[config.mk]
export PLATFORM = sky130hd
export DESIGN_NAME = light_regs
export DESIGN_NICKNAME = d
export VERILOG_FILES = /design/src/core/reg8_cell.v /design/src/core/light_regs.v
export VERILOG_INCLUDE_DIRS = /design/src /design/src/common
export SDC_FILE = /design/constraint.sdc
export NUM_CORES = 1
export LEC_CHECK = 0
export BUFFER_PORTS_ARGS = -buffer_cell sky130_fd_sc_hd__buf_2
export CORE_MARGIN = 5
export CORE_UTILIZATION = 58
export CTS_CLUSTER_SIZE = 25
export DETAILED_ROUTE_END_ITERATION = 7
export PLACE_DENSITY = 0.81
export SLEW_MARGIN = 10
export SYNTH_ARGS = -nofsm -noshare
export SYNTH_HDL_FRONTEND = slang
export SYNTH_SLANG_ARGS = --single-unit
[constraint.sdc]
create_clock -name CLK_I -period 3.55 [get_ports CLK_I]
set_input_delay 0.5325 -clock CLK_I [delete_from_list [all_inputs] [get_ports CLK_I]]
set_output_delay 0.5325 -clock CLK_I [all_outputs]
set_load 0.02 [all_outputs]
[src/common/light_regs_defines.vh]
// Address map, field layout, reset values and timing of the user register bank
`ifndef LIGHT_REGS_DEFINES_VH
`define LIGHT_REGS_DEFINES_VH

`define ADDR_W                4
`define DATA_W                8

`define ADDR_ANALOG_CHAIN     4'h0
`define ADDR_CHA_DAC          4'h1
`define ADDR_CHA_FILTER       4'h2
`define ADDR_CHB_DAC          4'h3
`define ADDR_CHB_FILTER       4'h4
`define ADDR_PULSE_FREQ       4'h5
`define ADDR_FAULT_FLAGS      4'h6
`define ADDR_RESET_CAUSE      4'h7
`define ADDR_BUF_GAIN         4'hA
`define ADDR_BANDGAP_TRIM     4'hB
`define ADDR_TEMP_TRIM        4'hC
`define ADDR_CHAN_ENABLES     4'hD
`define ADDR_AMBIENT_TEMP     4'hE

`define RST_ANALOG_CHAIN      8'h05
`define RST_CHA_DAC           8'h00
`define RST_CHA_FILTER        8'h0D
`define RST_CHB_DAC           8'h00
`define RST_CHB_FILTER        8'h0D
`define RST_PULSE_FREQ        8'h44
`define RST_FAULT_FLAGS       8'h00
`define RST_RESET_CAUSE       8'h00
`define RST_BUF_GAIN          8'h00
`define RST_BANDGAP_TRIM      8'h00
`define RST_TEMP_TRIM         8'h00
`define RST_CHAN_ENABLES      8'h00
`define RST_AMBIENT_TEMP      8'h00

`define MASK_FULL             8'hFF
`define MASK_PULSE_FREQ       8'hF7
`define MASK_FAULT_FLAGS      8'h7E
`define MASK_RESET_CAUSE      8'h03
`define MASK_BUF_GAIN         8'h1F
`define MASK_BANDGAP_TRIM     8'hF8
`define MASK_TEMP_TRIM        8'h3F
`define MASK_CHAN_ENABLES     8'hFE
`define MASK_AMBIENT_TEMP     8'h03

`define DEMOD_MSB             7
`define DEMOD_LSB             4
`define LED_HG_BIT            3
`define DC_LEAD_MSB           2
`define DC_LEAD_LSB           1
`define BYPASS_BIT            0
`define AA_GAIN_MSB           7
`define AA_GAIN_LSB           5
`define AA_BW_MSB             4
`define AA_BW_LSB             2
`define LP_SEL_MSB            1
`define LP_SEL_LSB            0
`define BUF_GAIN_MSB          4

`define CLK_MHZ               200
`define DEMOD_STEP_NS         400
`define DEMOD_STEP_CYC        ((`DEMOD_STEP_NS * `CLK_MHZ) / 1000)
`define DC_LEAD_BASE_US       50
`define DC_LEAD_BASE_CYC      (`DC_LEAD_BASE_US * `CLK_MHZ)

`endif

[src/core/reg8_cell.v]
// One 8-bit user register with write mask and power-on value
`timescale 1ns/100ps
`default_nettype none
module reg8_cell #(
   parameter [7:0] RST_VAL = 8'h00,
   parameter [7:0] WMASK   = 8'hFF
) (
   input  wire       clk_i,
   input  wire       rst_n_i,
   input  wire       ce_i,
   input  wire       we_i,
   input  wire [7:0] wdata_i,
   output wire [7:0] q_o
);
   reg [7:0] val_q;

   always @(posedge clk_i or negedge rst_n_i) begin
      if (!rst_n_i) begin
         val_q <= RST_VAL & WMASK;
      end else if (ce_i && we_i) begin
         val_q <= wdata_i & WMASK;
      end
   end

   assign q_o = val_q;
endmodule // reg8_cell
`default_nettype wire

[src/core/light_regs.v]
// User register bank of the active light sensor with analog chain decode
`include "light_regs_defines.vh"
`timescale 1ns/100ps
`default_nettype none
module light_regs #(
   parameter DC_LEAD_BASE_CYC = `DC_LEAD_BASE_CYC
) (
   input  wire        CLK_I,
   input  wire        RST_N_I,
   input  wire        CE_I,
   input  wire        WR_EN_I,
   input  wire        RD_EN_I,
   input  wire [3:0]  ADDR_I,
   input  wire [7:0]  WDATA_I,
   output reg  [7:0]  RDATA_O,
   input  wire        ACTIVE_MEAS_I,
   input  wire        MEAS_START_I,
   input  wire        PULSE_EDGE_I,
   input  wire        SELFTEST_I,
   input  wire        ADC_VALID_I,
   input  wire [15:0] ADC_RESULT_I,
   output reg         LED_HIGH_GAIN_O,
   output reg         BUF_BYPASS_O,
   output reg  [4:0]  BUF_GAIN_O,
   output reg  [7:0]  DAC_INPUT_O,
   output reg         DC_ENABLE_O,
   output reg         PULSES_GO_O,
   output reg         DEMOD_STROBE_O,
   output reg  [10:0] AA_GAIN_CENTI_O,
   output reg  [9:0]  AA_BW_DECI_KHZ_O,
   output reg  [7:0]  LP_DECI_PCT_O,
   output reg  [15:0] SELFTEST_RESULT_O,
   output reg         SELFTEST_DONE_O
);
   localparam NREG = 13;
   localparam [1:0] ST_IDLE = 2'b00;
   localparam [1:0] ST_LEAD = 2'b01;
   localparam [1:0] ST_RUN  = 2'b10;
   localparam integer DEMOD_STEP_FULL = `DEMOD_STEP_CYC;
   // Counters are 17 and 11 bits; longer settings do not fit
   localparam [16:0] DC_BASE = DC_LEAD_BASE_CYC[16:0];
   localparam [10:0] DEMOD_STEP = DEMOD_STEP_FULL[10:0];

   // Register list, ordered as the address map
   wire [4*NREG-1:0] addr_tab = {
      `ADDR_AMBIENT_TEMP, `ADDR_CHAN_ENABLES, `ADDR_TEMP_TRIM, `ADDR_BANDGAP_TRIM,
      `ADDR_BUF_GAIN, `ADDR_RESET_CAUSE, `ADDR_FAULT_FLAGS, `ADDR_PULSE_FREQ,
      `ADDR_CHB_FILTER, `ADDR_CHB_DAC, `ADDR_CHA_FILTER, `ADDR_CHA_DAC,
      `ADDR_ANALOG_CHAIN};
   wire [8*NREG-1:0] q_flat;
   wire [NREG-1:0]   sel;

   wire [7:0] analog_q  = q_flat[7:0];
   wire [7:0] cha_dac_q = q_flat[15:8];
   wire [7:0] cha_flt_q = q_flat[23:16];
   wire [7:0] bufgain_q = q_flat[71:64];

   genvar g;
   generate
      for (g = 0; g < NREG; g = g + 1) begin : g_sel
         assign sel[g] = (ADDR_I == addr_tab[4*g+3:4*g]);
      end
   endgenerate

   reg8_cell #(.RST_VAL(`RST_ANALOG_CHAIN), .WMASK(`MASK_FULL)) u_analog (
      .clk_i(CLK_I), .rst_n_i(RST_N_I), .ce_i(CE_I), .we_i(WR_EN_I & sel[0]),
      .wdata_i(WDATA_I), .q_o(q_flat[7:0]));
   reg8_cell #(.RST_VAL(`RST_CHA_DAC), .WMASK(`MASK_FULL)) u_cha_dac (
      .clk_i(CLK_I), .rst_n_i(RST_N_I), .ce_i(CE_I), .we_i(WR_EN_I & sel[1]),
      .wdata_i(WDATA_I), .q_o(q_flat[15:8]));
   reg8_cell #(.RST_VAL(`RST_CHA_FILTER), .WMASK(`MASK_FULL)) u_cha_flt (
      .clk_i(CLK_I), .rst_n_i(RST_N_I), .ce_i(CE_I), .we_i(WR_EN_I & sel[2]),
      .wdata_i(WDATA_I), .q_o(q_flat[23:16]));
   reg8_cell #(.RST_VAL(`RST_CHB_DAC), .WMASK(`MASK_FULL)) u_chb_dac (
      .clk_i(CLK_I), .rst_n_i(RST_N_I), .ce_i(CE_I), .we_i(WR_EN_I & sel[3]),
      .wdata_i(WDATA_I), .q_o(q_flat[31:24]));
   reg8_cell #(.RST_VAL(`RST_CHB_FILTER), .WMASK(`MASK_FULL)) u_chb_flt (
      .clk_i(CLK_I), .rst_n_i(RST_N_I), .ce_i(CE_I), .we_i(WR_EN_I & sel[4]),
      .wdata_i(WDATA_I), .q_o(q_flat[39:32]));
   reg8_cell #(.RST_VAL(`RST_PULSE_FREQ), .WMASK(`MASK_PULSE_FREQ)) u_pulse (
      .clk_i(CLK_I), .rst_n_i(RST_N_I), .ce_i(CE_I), .we_i(WR_EN_I & sel[5]),
      .wdata_i(WDATA_I), .q_o(q_flat[47:40]));
   reg8_cell #(.RST_VAL(`RST_FAULT_FLAGS), .WMASK(`MASK_FAULT_FLAGS)) u_fault (
      .clk_i(CLK_I), .rst_n_i(RST_N_I), .ce_i(CE_I), .we_i(WR_EN_I & sel[6]),
      .wdata_i(WDATA_I), .q_o(q_flat[55:48]));
   reg8_cell #(.RST_VAL(`RST_RESET_CAUSE), .WMASK(`MASK_RESET_CAUSE)) u_rcause (
      .clk_i(CLK_I), .rst_n_i(RST_N_I), .ce_i(CE_I), .we_i(WR_EN_I & sel[7]),
      .wdata_i(WDATA_I), .q_o(q_flat[63:56]));
   reg8_cell #(.RST_VAL(`RST_BUF_GAIN), .WMASK(`MASK_BUF_GAIN)) u_bufgain (
      .clk_i(CLK_I), .rst_n_i(RST_N_I), .ce_i(CE_I), .we_i(WR_EN_I & sel[8]),
      .wdata_i(WDATA_I), .q_o(q_flat[71:64]));
   reg8_cell #(.RST_VAL(`RST_BANDGAP_TRIM), .WMASK(`MASK_BANDGAP_TRIM)) u_bgtrim (
      .clk_i(CLK_I), .rst_n_i(RST_N_I), .ce_i(CE_I), .we_i(WR_EN_I & sel[9]),
      .wdata_i(WDATA_I), .q_o(q_flat[79:72]));
   reg8_cell #(.RST_VAL(`RST_TEMP_TRIM), .WMASK(`MASK_TEMP_TRIM)) u_ttrim (
      .clk_i(CLK_I), .rst_n_i(RST_N_I), .ce_i(CE_I), .we_i(WR_EN_I & sel[10]),
      .wdata_i(WDATA_I), .q_o(q_flat[87:80]));
   reg8_cell #(.RST_VAL(`RST_CHAN_ENABLES), .WMASK(`MASK_CHAN_ENABLES)) u_chen (
      .clk_i(CLK_I), .rst_n_i(RST_N_I), .ce_i(CE_I), .we_i(WR_EN_I & sel[11]),
      .wdata_i(WDATA_I), .q_o(q_flat[95:88]));
   reg8_cell #(.RST_VAL(`RST_AMBIENT_TEMP), .WMASK(`MASK_AMBIENT_TEMP)) u_tamb (
      .clk_i(CLK_I), .rst_n_i(RST_N_I), .ce_i(CE_I), .we_i(WR_EN_I & sel[12]),
      .wdata_i(WDATA_I), .q_o(q_flat[103:96]));

   // Read mux; an unmapped address matches nothing and reads zero
   reg [7:0] rd_mux;
   integer i;
   always @* begin
      rd_mux = 8'h00;
      for (i = 0; i < NREG; i = i + 1) begin
         if (sel[i]) begin
            rd_mux = rd_mux | q_flat[8*i +: 8];
         end
      end
   end

   always @(posedge CLK_I or negedge RST_N_I) begin
      if (!RST_N_I) begin
         RDATA_O <= 8'h00;
      end else if (CE_I && RD_EN_I) begin
         RDATA_O <= rd_mux;
      end
   end

   // Filter code decode in fixed point: centi-gain, 0.1 kHz, 0.1 percent
   wire [2:0] aa_gain_code = cha_flt_q[`AA_GAIN_MSB:`AA_GAIN_LSB];
   wire [2:0] aa_bw_code   = cha_flt_q[`AA_BW_MSB:`AA_BW_LSB];
   wire [1:0] lp_code      = cha_flt_q[`LP_SEL_MSB:`LP_SEL_LSB];
   reg  [10:0] gain_d;
   reg  [9:0]  bw_d;
   reg  [7:0]  lp_d;

   always @* begin
      case (aa_gain_code)
         3'h0:    gain_d = 11'd200;
         3'h1:    gain_d = 11'd429;
         3'h2:    gain_d = 11'd657;
         3'h3:    gain_d = 11'd886;
         3'h4:    gain_d = 11'd1114;
         3'h5:    gain_d = 11'd1343;
         3'h6:    gain_d = 11'd1571;
         default: gain_d = 11'd1800;
      endcase
      case (aa_bw_code)
         3'h0:    bw_d = 10'd180;
         3'h1:    bw_d = 10'd200;
         3'h2:    bw_d = 10'd225;
         3'h3:    bw_d = 10'd250;
         3'h4:    bw_d = 10'd300;
         3'h5:    bw_d = 10'd350;
         3'h6:    bw_d = 10'd430;
         default: bw_d = 10'd550;
      endcase
      case (lp_code)
         2'h0:    lp_d = 8'd235;
         2'h1:    lp_d = 8'd120;
         2'h2:    lp_d = 8'd59;
         default: lp_d = 8'd30;
      endcase
   end

   // Static analog settings registered so the analog side sees clean levels
   always @(posedge CLK_I or negedge RST_N_I) begin
      if (!RST_N_I) begin
         LED_HIGH_GAIN_O  <= 1'b0;
         BUF_BYPASS_O     <= 1'b0;
         BUF_GAIN_O       <= 5'h00;
         DAC_INPUT_O      <= 8'h00;
         AA_GAIN_CENTI_O  <= 11'd0;
         AA_BW_DECI_KHZ_O <= 10'd0;
         LP_DECI_PCT_O    <= 8'd0;
      end else if (CE_I) begin
         LED_HIGH_GAIN_O  <= analog_q[`LED_HG_BIT];
         BUF_BYPASS_O     <= ACTIVE_MEAS_I & analog_q[`BYPASS_BIT];
         BUF_GAIN_O       <= (ACTIVE_MEAS_I & analog_q[`BYPASS_BIT]) ?
                             5'h00 : bufgain_q[`BUF_GAIN_MSB:0];
         DAC_INPUT_O      <= cha_dac_q;
         AA_GAIN_CENTI_O  <= gain_d;
         AA_BW_DECI_KHZ_O <= bw_d;
         LP_DECI_PCT_O    <= lp_d;
      end
   end

   // DC lead sequencer; lead length doubles with each code step
   reg [1:0]  state_q;
   reg [16:0] lead_cnt_q;
   wire [1:0]  lead_code = analog_q[`DC_LEAD_MSB:`DC_LEAD_LSB];
   wire [16:0] lead_len  = DC_BASE << lead_code;

   always @(posedge CLK_I or negedge RST_N_I) begin
      if (!RST_N_I) begin
         state_q     <= ST_IDLE;
         lead_cnt_q  <= 17'd0;
         DC_ENABLE_O <= 1'b0;
         PULSES_GO_O <= 1'b0;
      end else if (CE_I) begin
         PULSES_GO_O <= 1'b0;
         case (state_q)
            ST_IDLE: begin
               if (MEAS_START_I) begin
                  state_q     <= ST_LEAD;
                  lead_cnt_q  <= lead_len - 17'd1;
                  DC_ENABLE_O <= 1'b1;
               end
            end
            ST_LEAD: begin
               if (lead_cnt_q == 17'd0) begin
                  state_q     <= ST_RUN;
                  PULSES_GO_O <= 1'b1;
               end else begin
                  lead_cnt_q <= lead_cnt_q - 17'd1;
               end
            end
            ST_RUN: begin
               if (!ACTIVE_MEAS_I) begin
                  state_q     <= ST_IDLE;
                  DC_ENABLE_O <= 1'b0;
               end
            end
            default: begin
               state_q     <= ST_IDLE;
               DC_ENABLE_O <= 1'b0;
            end
         endcase
      end
   end

   // Demodulator delay; code zero strobes on the same edge that samples the pulse edge
   reg [10:0] demod_cnt_q;
   reg        demod_busy_q;
   wire [3:0]  demod_code = analog_q[`DEMOD_MSB:`DEMOD_LSB];
   wire [14:0] demod_prod = demod_code * DEMOD_STEP;
   wire [10:0] demod_len  = demod_prod[10:0];

   always @(posedge CLK_I or negedge RST_N_I) begin
      if (!RST_N_I) begin
         demod_cnt_q    <= 11'd0;
         demod_busy_q   <= 1'b0;
         DEMOD_STROBE_O <= 1'b0;
      end else if (CE_I) begin
         DEMOD_STROBE_O <= 1'b0;
         if (PULSE_EDGE_I) begin
            if (demod_len == 11'd0) begin
               DEMOD_STROBE_O <= 1'b1;
               demod_busy_q   <= 1'b0;
            end else begin
               demod_cnt_q  <= demod_len - 11'd1;
               demod_busy_q <= 1'b1;
            end
         end else if (demod_busy_q) begin
            if (demod_cnt_q == 11'd0) begin
               DEMOD_STROBE_O <= 1'b1;
               demod_busy_q   <= 1'b0;
            end else begin
               demod_cnt_q <= demod_cnt_q - 11'd1;
            end
         end
      end
   end

   // Self test capture of the reconverted ADC value
   always @(posedge CLK_I or negedge RST_N_I) begin
      if (!RST_N_I) begin
         SELFTEST_RESULT_O <= 16'h0000;
         SELFTEST_DONE_O   <= 1'b0;
      end else if (CE_I) begin
         SELFTEST_DONE_O <= 1'b0;
         if (SELFTEST_I && ADC_VALID_I) begin
            SELFTEST_RESULT_O <= ADC_RESULT_I;
            SELFTEST_DONE_O   <= 1'b1;
         end
      end
   end
endmodule // light_regs
`default_nettype wire

# Yosys cells after proc, flatten, opt, wreduce, memory -nomap -nowiden
# Cells that the tools add are included.
# W data, S select, Z words.
# totals
regBits,183
in_bits,38
wordCells,169
out_inout_bits,72
# classes
eq_ne,34
n_mux,42
n_bitwise,27
reduce_logical,30
add_sub_neg,4
mul,1
n_shift,1
# ops
op,count
$mux W8,13
$pmux W11 S7,1
$pmux W10 S7,1
$or A8 B8 Y8,7
$mux W11,4
$mux W17,2
$pmux W17 S2,1
$sub A17 B1 Y17 const B,2
$pmux W8 S3,1
$logic_not A11 Y1,2
$sub A11 B1 Y11 const B,2
$eq A4 B4 Y1 const B,5
$eq A3 B3 Y1 const B,6
$logic_not A17 Y1,1
$shl A14 B2 Y17 const A,1
$eq A4 B3 Y1 const B,4
$or A8 B2 Y8,2
$reduce_and A4 Y1,4
$logic_and A1 B1 Y1,15
$and A1 B1 Y1,14
$mux W1,13
$eq A3 B2 Y1 const B,4
$ne A2 B2 Y1 const B,6
$eq A4 B2 Y1 const B,2
18 further kinds,26

# Depth between registers and ports, before layout
# depth
word_depth,26
depth_mapped,11
ltp_nobuf,8

# Modules after synthesis
# A second synthesis with hierarchy kept.
# hier_totals
hier_cells,885
hier_area_um2,9554.2
# modules_own_cells
mod,cells_per_inst,seq_area_each_um2,area_per_inst_um2,n_inst
light_regs,680,2577.5,6297.3,1
reg8_cell (u_cha_flt ...),17,203.9,300.3,2
reg8_cell (u_cha_dac ...),17,200.2,296.5,2
reg8_cell (u_fault ...),16,150.1,270.3,2
reg8_cell (u_bgtrim ...),15,125.1,214.0,2
reg8_cell (u_analog),17,202.7,299.0,1
reg8_cell (u_pulse),17,177.7,274.0,1
reg8_cell (u_chen),17,175.2,271.5,1
reg8_cell (u_rcause ...),12,50.0,125.1,2

# Least setup slack after synthesis
# Ideal clock, no wire load.
# synth_timing
path_kind,register to register
from,register u_analog.val_q[5] (netlist: u_analog.q_o[5])
to,register demod_cnt_q[4]
synth_period_minus_slack_ns,2.621
arrival_time_ns,2.501
required_time_ns,3.429
slack_ns,0.929
setup_ns,0.121
n_path_buf,1
stages_incl_launch_ff,9
path_cell_list,dfrtp_1 > ha_1 > ha_1 > fa_1 > nor3_1 > o2111a_1 > o32ai_4 > buf_2 > a22o_1
# synth_between
elab_chain_len,4
# synth_lines
element,line,source
"start, declared",reg8_cell.v:15,reg [7:0] val_q;
"start signal, assigned",reg8_cell.v:19,val_q <= RST_VAL & WMASK;
"start signal, assigned",reg8_cell.v:21,val_q <= wdata_i & WMASK;
$mul A4 B3 Y7,light_regs.v:232,wire [14:0] demod_prod = demod_code * DEMOD_STEP;
$logic_not A11 Y1,light_regs.v:243,if (demod_len == 11'd0) begin
$ne A2 B2 Y1 (no source line),n/a,
$reduce_and A4 Y1 (no source line),n/a,
"end signal, assigned",light_regs.v:247,demod_cnt_q <= demod_len - 11'd1;
"end signal, assigned",light_regs.v:255,demod_cnt_q <= demod_cnt_q - 11'd1;
"end, declared",light_regs.v:229,reg [10:0] demod_cnt_q;
# No other way between the ends.
# A chain may end at the register's enable or synchronous reset.

# Final worst setup path
# layout_timing
from,register u_analog.val_q[5] (netlist: u_analog.q_o[5])
to,register demod_cnt_q[5]
# layout_between
elab_chain_len,4
word_cells_on_any_way,7
classes_between,add/sub (1); mul (1); eq/ne (1); mux (2); reduce/logical (2)
# layout_lines
element,line
$mul A4 B3 Y7 (*),light_regs.v:232
$sub A11 B1 Y11 or $logic_not A11 Y1 (tied branches),"light_regs.v:247, light_regs.v:243"
$mux W11 or $ne A2 B2 Y1 (tied branches),n/a
$mux W11 or $reduce_and A4 Y1 (tied branches),n/a
# Every way passes the cells marked *; elsewhere a longest branch is shown, timed or not. The select of a mux whose other input is x is not followed.

==> impl_metrics.ini <==
[detailed_routing]
wirelength_mm = 21.8
num_vias = 6882
drtIter0Drc = 794
routed_via_density = 6.11
wire_per_inst_um = 19.4
first_pass_iters = 5
ant_nets = 0
route.detailed.drc = 0

[critical_path]
cp.arrival_ns = 3.25
crit_chain = ha_1 -> ha_1 -> fa_1 -> nor3_1 -> o2111a_1 -> o32ai_4 -> o21a_1 -> o22a_1
end_kind = register
worst-path-buf-inv = 0
worstPathRequired_ns = 3.86
slowest_stage = fa_1
cp_top_family = adder cells
max_stage_delay_ns = 0.49
worstPathMaxFanout = 19
critPathMostFrequentCell = ha_1
startpoint_type = register
critPathKind = reg2reg
r2r_slack_ns = 0.61

[finish]
drive_gt1_share_pct = 32.1
diodes = 0
final_common_cell = dfrtp_1
final_nets = 954
area_growth_syn_to_layout_pct = 14.3
final_core_util_pct = 67.7
layout_common_cells = dfrtp_1 (173), mux2_2 (113), buf_2 (108)

[sta]
finClkSkew_ns = 0.0112
relSlewSlack_pct = 44.6
fin_crit_sh_pct = 82.9
tightest_slew_ns = 0.831
fin_hold_ws_ns = 0.207
finalHoldViolations = 0
rsz0062_at_grt = false
finalSetupTns_ns = 0
fin_crit_ns = 2.94
setup_viol = 0
max_freq_mhz = 340
slew_violations = 0

[clocking]
path_clk_slew_ns = 0.07
cts_max_level = 4
post_cts_buffers = 0
ctsHoldBuffers = 0
clk_latency_ns = 0.43
cts_tree = done
cts_inserted_buffers = 17
cts_buffer_depth = 2
clockRootBuffer = clkbuf_16
clkSinkCount = 183
cts_resized = 0

[power]
pwr-share-seq_pct = 44.9
swShare_pct = 34.3
p_per_area_mw_per_mm2 = 653
p_clk_share_pct = 29.8
power_switching_w = 0.00232
pwr-share-comb_pct = 25.3
ir_drop_uv = 464
p_int_w = 0.00443
p_leak_nw = 4.59

[floorplanning]
io_pins = 110
coreArea_mm2 = 0.0153
initial_utilization_pct = 59.2
dieArea_mm2 = 0.0182
row_count = 45
die_w_um = 135
die_height_um = 135

[yosys]
synth.avg_cell_area_um2 = 11.1
ys_async_sr_fraction_pct = 100
yosys_warnings = 0
yosysSeqAreaShare_pct = 50.8
yosysUniqueCellTypes = 73
ys_seq_elements = 183
synth_edf_count = 0
syn_inst = 817
ys.flop_type = dfrtp_1
synthesis.nets = 868
netlist_area_mm2 = 0.00904

[global_routing]
grt_max_degree = 102
grt_pass1_wl_mm = 35.7
grtUsageTotal_pct = 24.6
gr-total-overflow = 0
first_global_vias = 6779
antenna_found_initial = 0

[placed_design]
dp_hpwl_mm = 14.7
place.gp.congestion = 0.892
port_buffers = 109

[job]
drv_cap = 0

[hold_path]
hp-class = in2async

[status]
status = finished, final reports clean
-- through the flow --
stage / area, µm² / worst slack (ns) / power, W / cells
2_1_floorplan: 9040 / 0.929 / 0.00420 / 817
3_3_place_gp: 9700 / 0.794 / 0.00467 / 1095
3_5_place_dp: 9700 / 0.683 / 0.00474 / 1095
4_1_cts: 10300 / 0.630 / 0.00676 / 1127
5_1_grt: 10300 / 0.476 / 0.00709 / 1127
6_report: 10300 / 0.607 / 0.00675 / 1127
-- power groups by stage --
stage	Clock [W]	Sequential [W]	Combinational, W
after floorplan	0	0.00309	0.00110
after global placement	0	0.00303	0.00164
after detailed placement	0	0.00305	0.00169
after CTS	0.00203	0.00302	0.00171
after global routing	0.00212	0.00310	0.00188
final	0.00201	0.00303	0.00170
-- registers in the layout (all words and copies together) (netlist names), 8 cells and up --
| name | flops |
|---|---|
| RDATA_O | 8 |
| AA_BW_DECI_KHZ_O | 10 |
| u_analog.q_o | 8 |
| DAC_INPUT_O | 8 |
| SELFTEST_RESULT_O | 16 |
| u_chb_dac.q_o | 8 |
| lead_cnt_q | 17 |
| u_chb_flt.q_o | 8 |
| u_cha_dac.q_o | 8 |
| LP_DECI_PCT_O | 8 |
| u_cha_flt.q_o | 8 |
| AA_GAIN_CENTI_O | 11 |
| demod_cnt_q | 11 |
-- synthesized netlist by cell type, types with 3 or more instances --
master | instances | area [µm²]
dfrtp_1 | 173 | 4330
mux2_2 | 113 | 1270
nand2_1 | 54 | 203
nor2_1 | 52 | 195
a21oi_1 | 42 | 210
o21ai_0 | 38 | 190
inv_1 | 28 | 105
clkbuf_1 | 24 | 90.1
nand3_1 | 22 | 110
nor3_1 | 22 | 110
buf_2 | 15 | 75.1
o21ai_1 | 15 | 75.1
mux2i_1 | 14 | 140
ha_1 | 12 | 150
nor2b_1 | 12 | 75.1
dfstp_2 | 10 | 263
a22oi_1 | 9 | 67.6
a31oi_1 | 8 | 50.1
nand2b_1 | 8 | 50.1
a21o_1 | 7 | 52.6
buf_1 | 7 | 26.3
xnor2_1 | 7 | 61.3
o21a_1 | 6 | 45.0
o22ai_1 | 6 | 37.5
o2bb2ai_1 | 6 | 52.6
a22o_1 | 5 | 43.8
and3_1 | 5 | 31.3
nand4_1 | 5 | 31.3
o211ai_1 | 5 | 37.5
o31ai_1 | 5 | 37.5
a211oi_1 | 4 | 30.0
nand3b_1 | 4 | 30.0
nor4_1 | 4 | 25.0
o22a_1 | 4 | 35.0
o32ai_1 | 4 | 35.0
a32o_1 | 3 | 30.0
buf_6 | 3 | 33.8
nor3b_1 | 3 | 22.5
nor4_4 | 3 | 63.8
or4_4 | 3 | 33.8
xor2_1 | 3 | 26.3
-- logic make-up (layout without fill, tap and decap cells) --
family | Yosys count | after routing | synth area share, %
xor+xnor | 10 | 10 | 0.969
simple gates | 215 | 215 | 12.6
compound gates | 190 | 190 | 14.1
mux | 128 | 128 | 15.9
buf+inv | 78 | 177 | 3.74
flops | 183 | 183 | 50.8
fa+ha+maj | 13 | 13 | 1.88
-- layout make-up --
cell class / count / area, µm²
inverters: 28 / 105
fillers: 1161 / 4930
clock inverters: 13 / 179
repair buffers: 117 / 627
flip-flops and latches: 183 / 4590
clock buffers: 19 / 453
well taps: 211 / 264
multi-input cells: 556 / 4110
-- path summary, 6_finish.rpt --
kind	cells after the start	start	end
hold / removal	1	RST_N_I	demod_cnt_q[4]
min in group CLK_I	2	ADC_RESULT_I[5]	SELFTEST_RESULT_O[5]
max in group asynchronous	2	RST_N_I	u_chb_flt.q_o[3]
setup / recovery	8	u_analog.q_o[5]	demod_cnt_q[5]
hold reg to reg	1	LP_DECI_PCT_O[3]	LP_DECI_PCT_O[3]
setup reg to reg	8	u_analog.q_o[5]	demod_cnt_q[5]
-- layer usage --
| layer | track usage (%) | vias up | share of wire (%) |
|---|---|---|---|
| li1 | - | 3134 | - |
| met1 | 33.4 | 3459 | 41 |
| met2 | 41.7 | 259 | 51 |
| met3 | 4.62 | 30 | 5.9 |
| met4 | 5.32 | 0 | 1.2 |
| met5 | 0 | - | 0 |
Note: power is estimated with default switching activity, not from simulation.
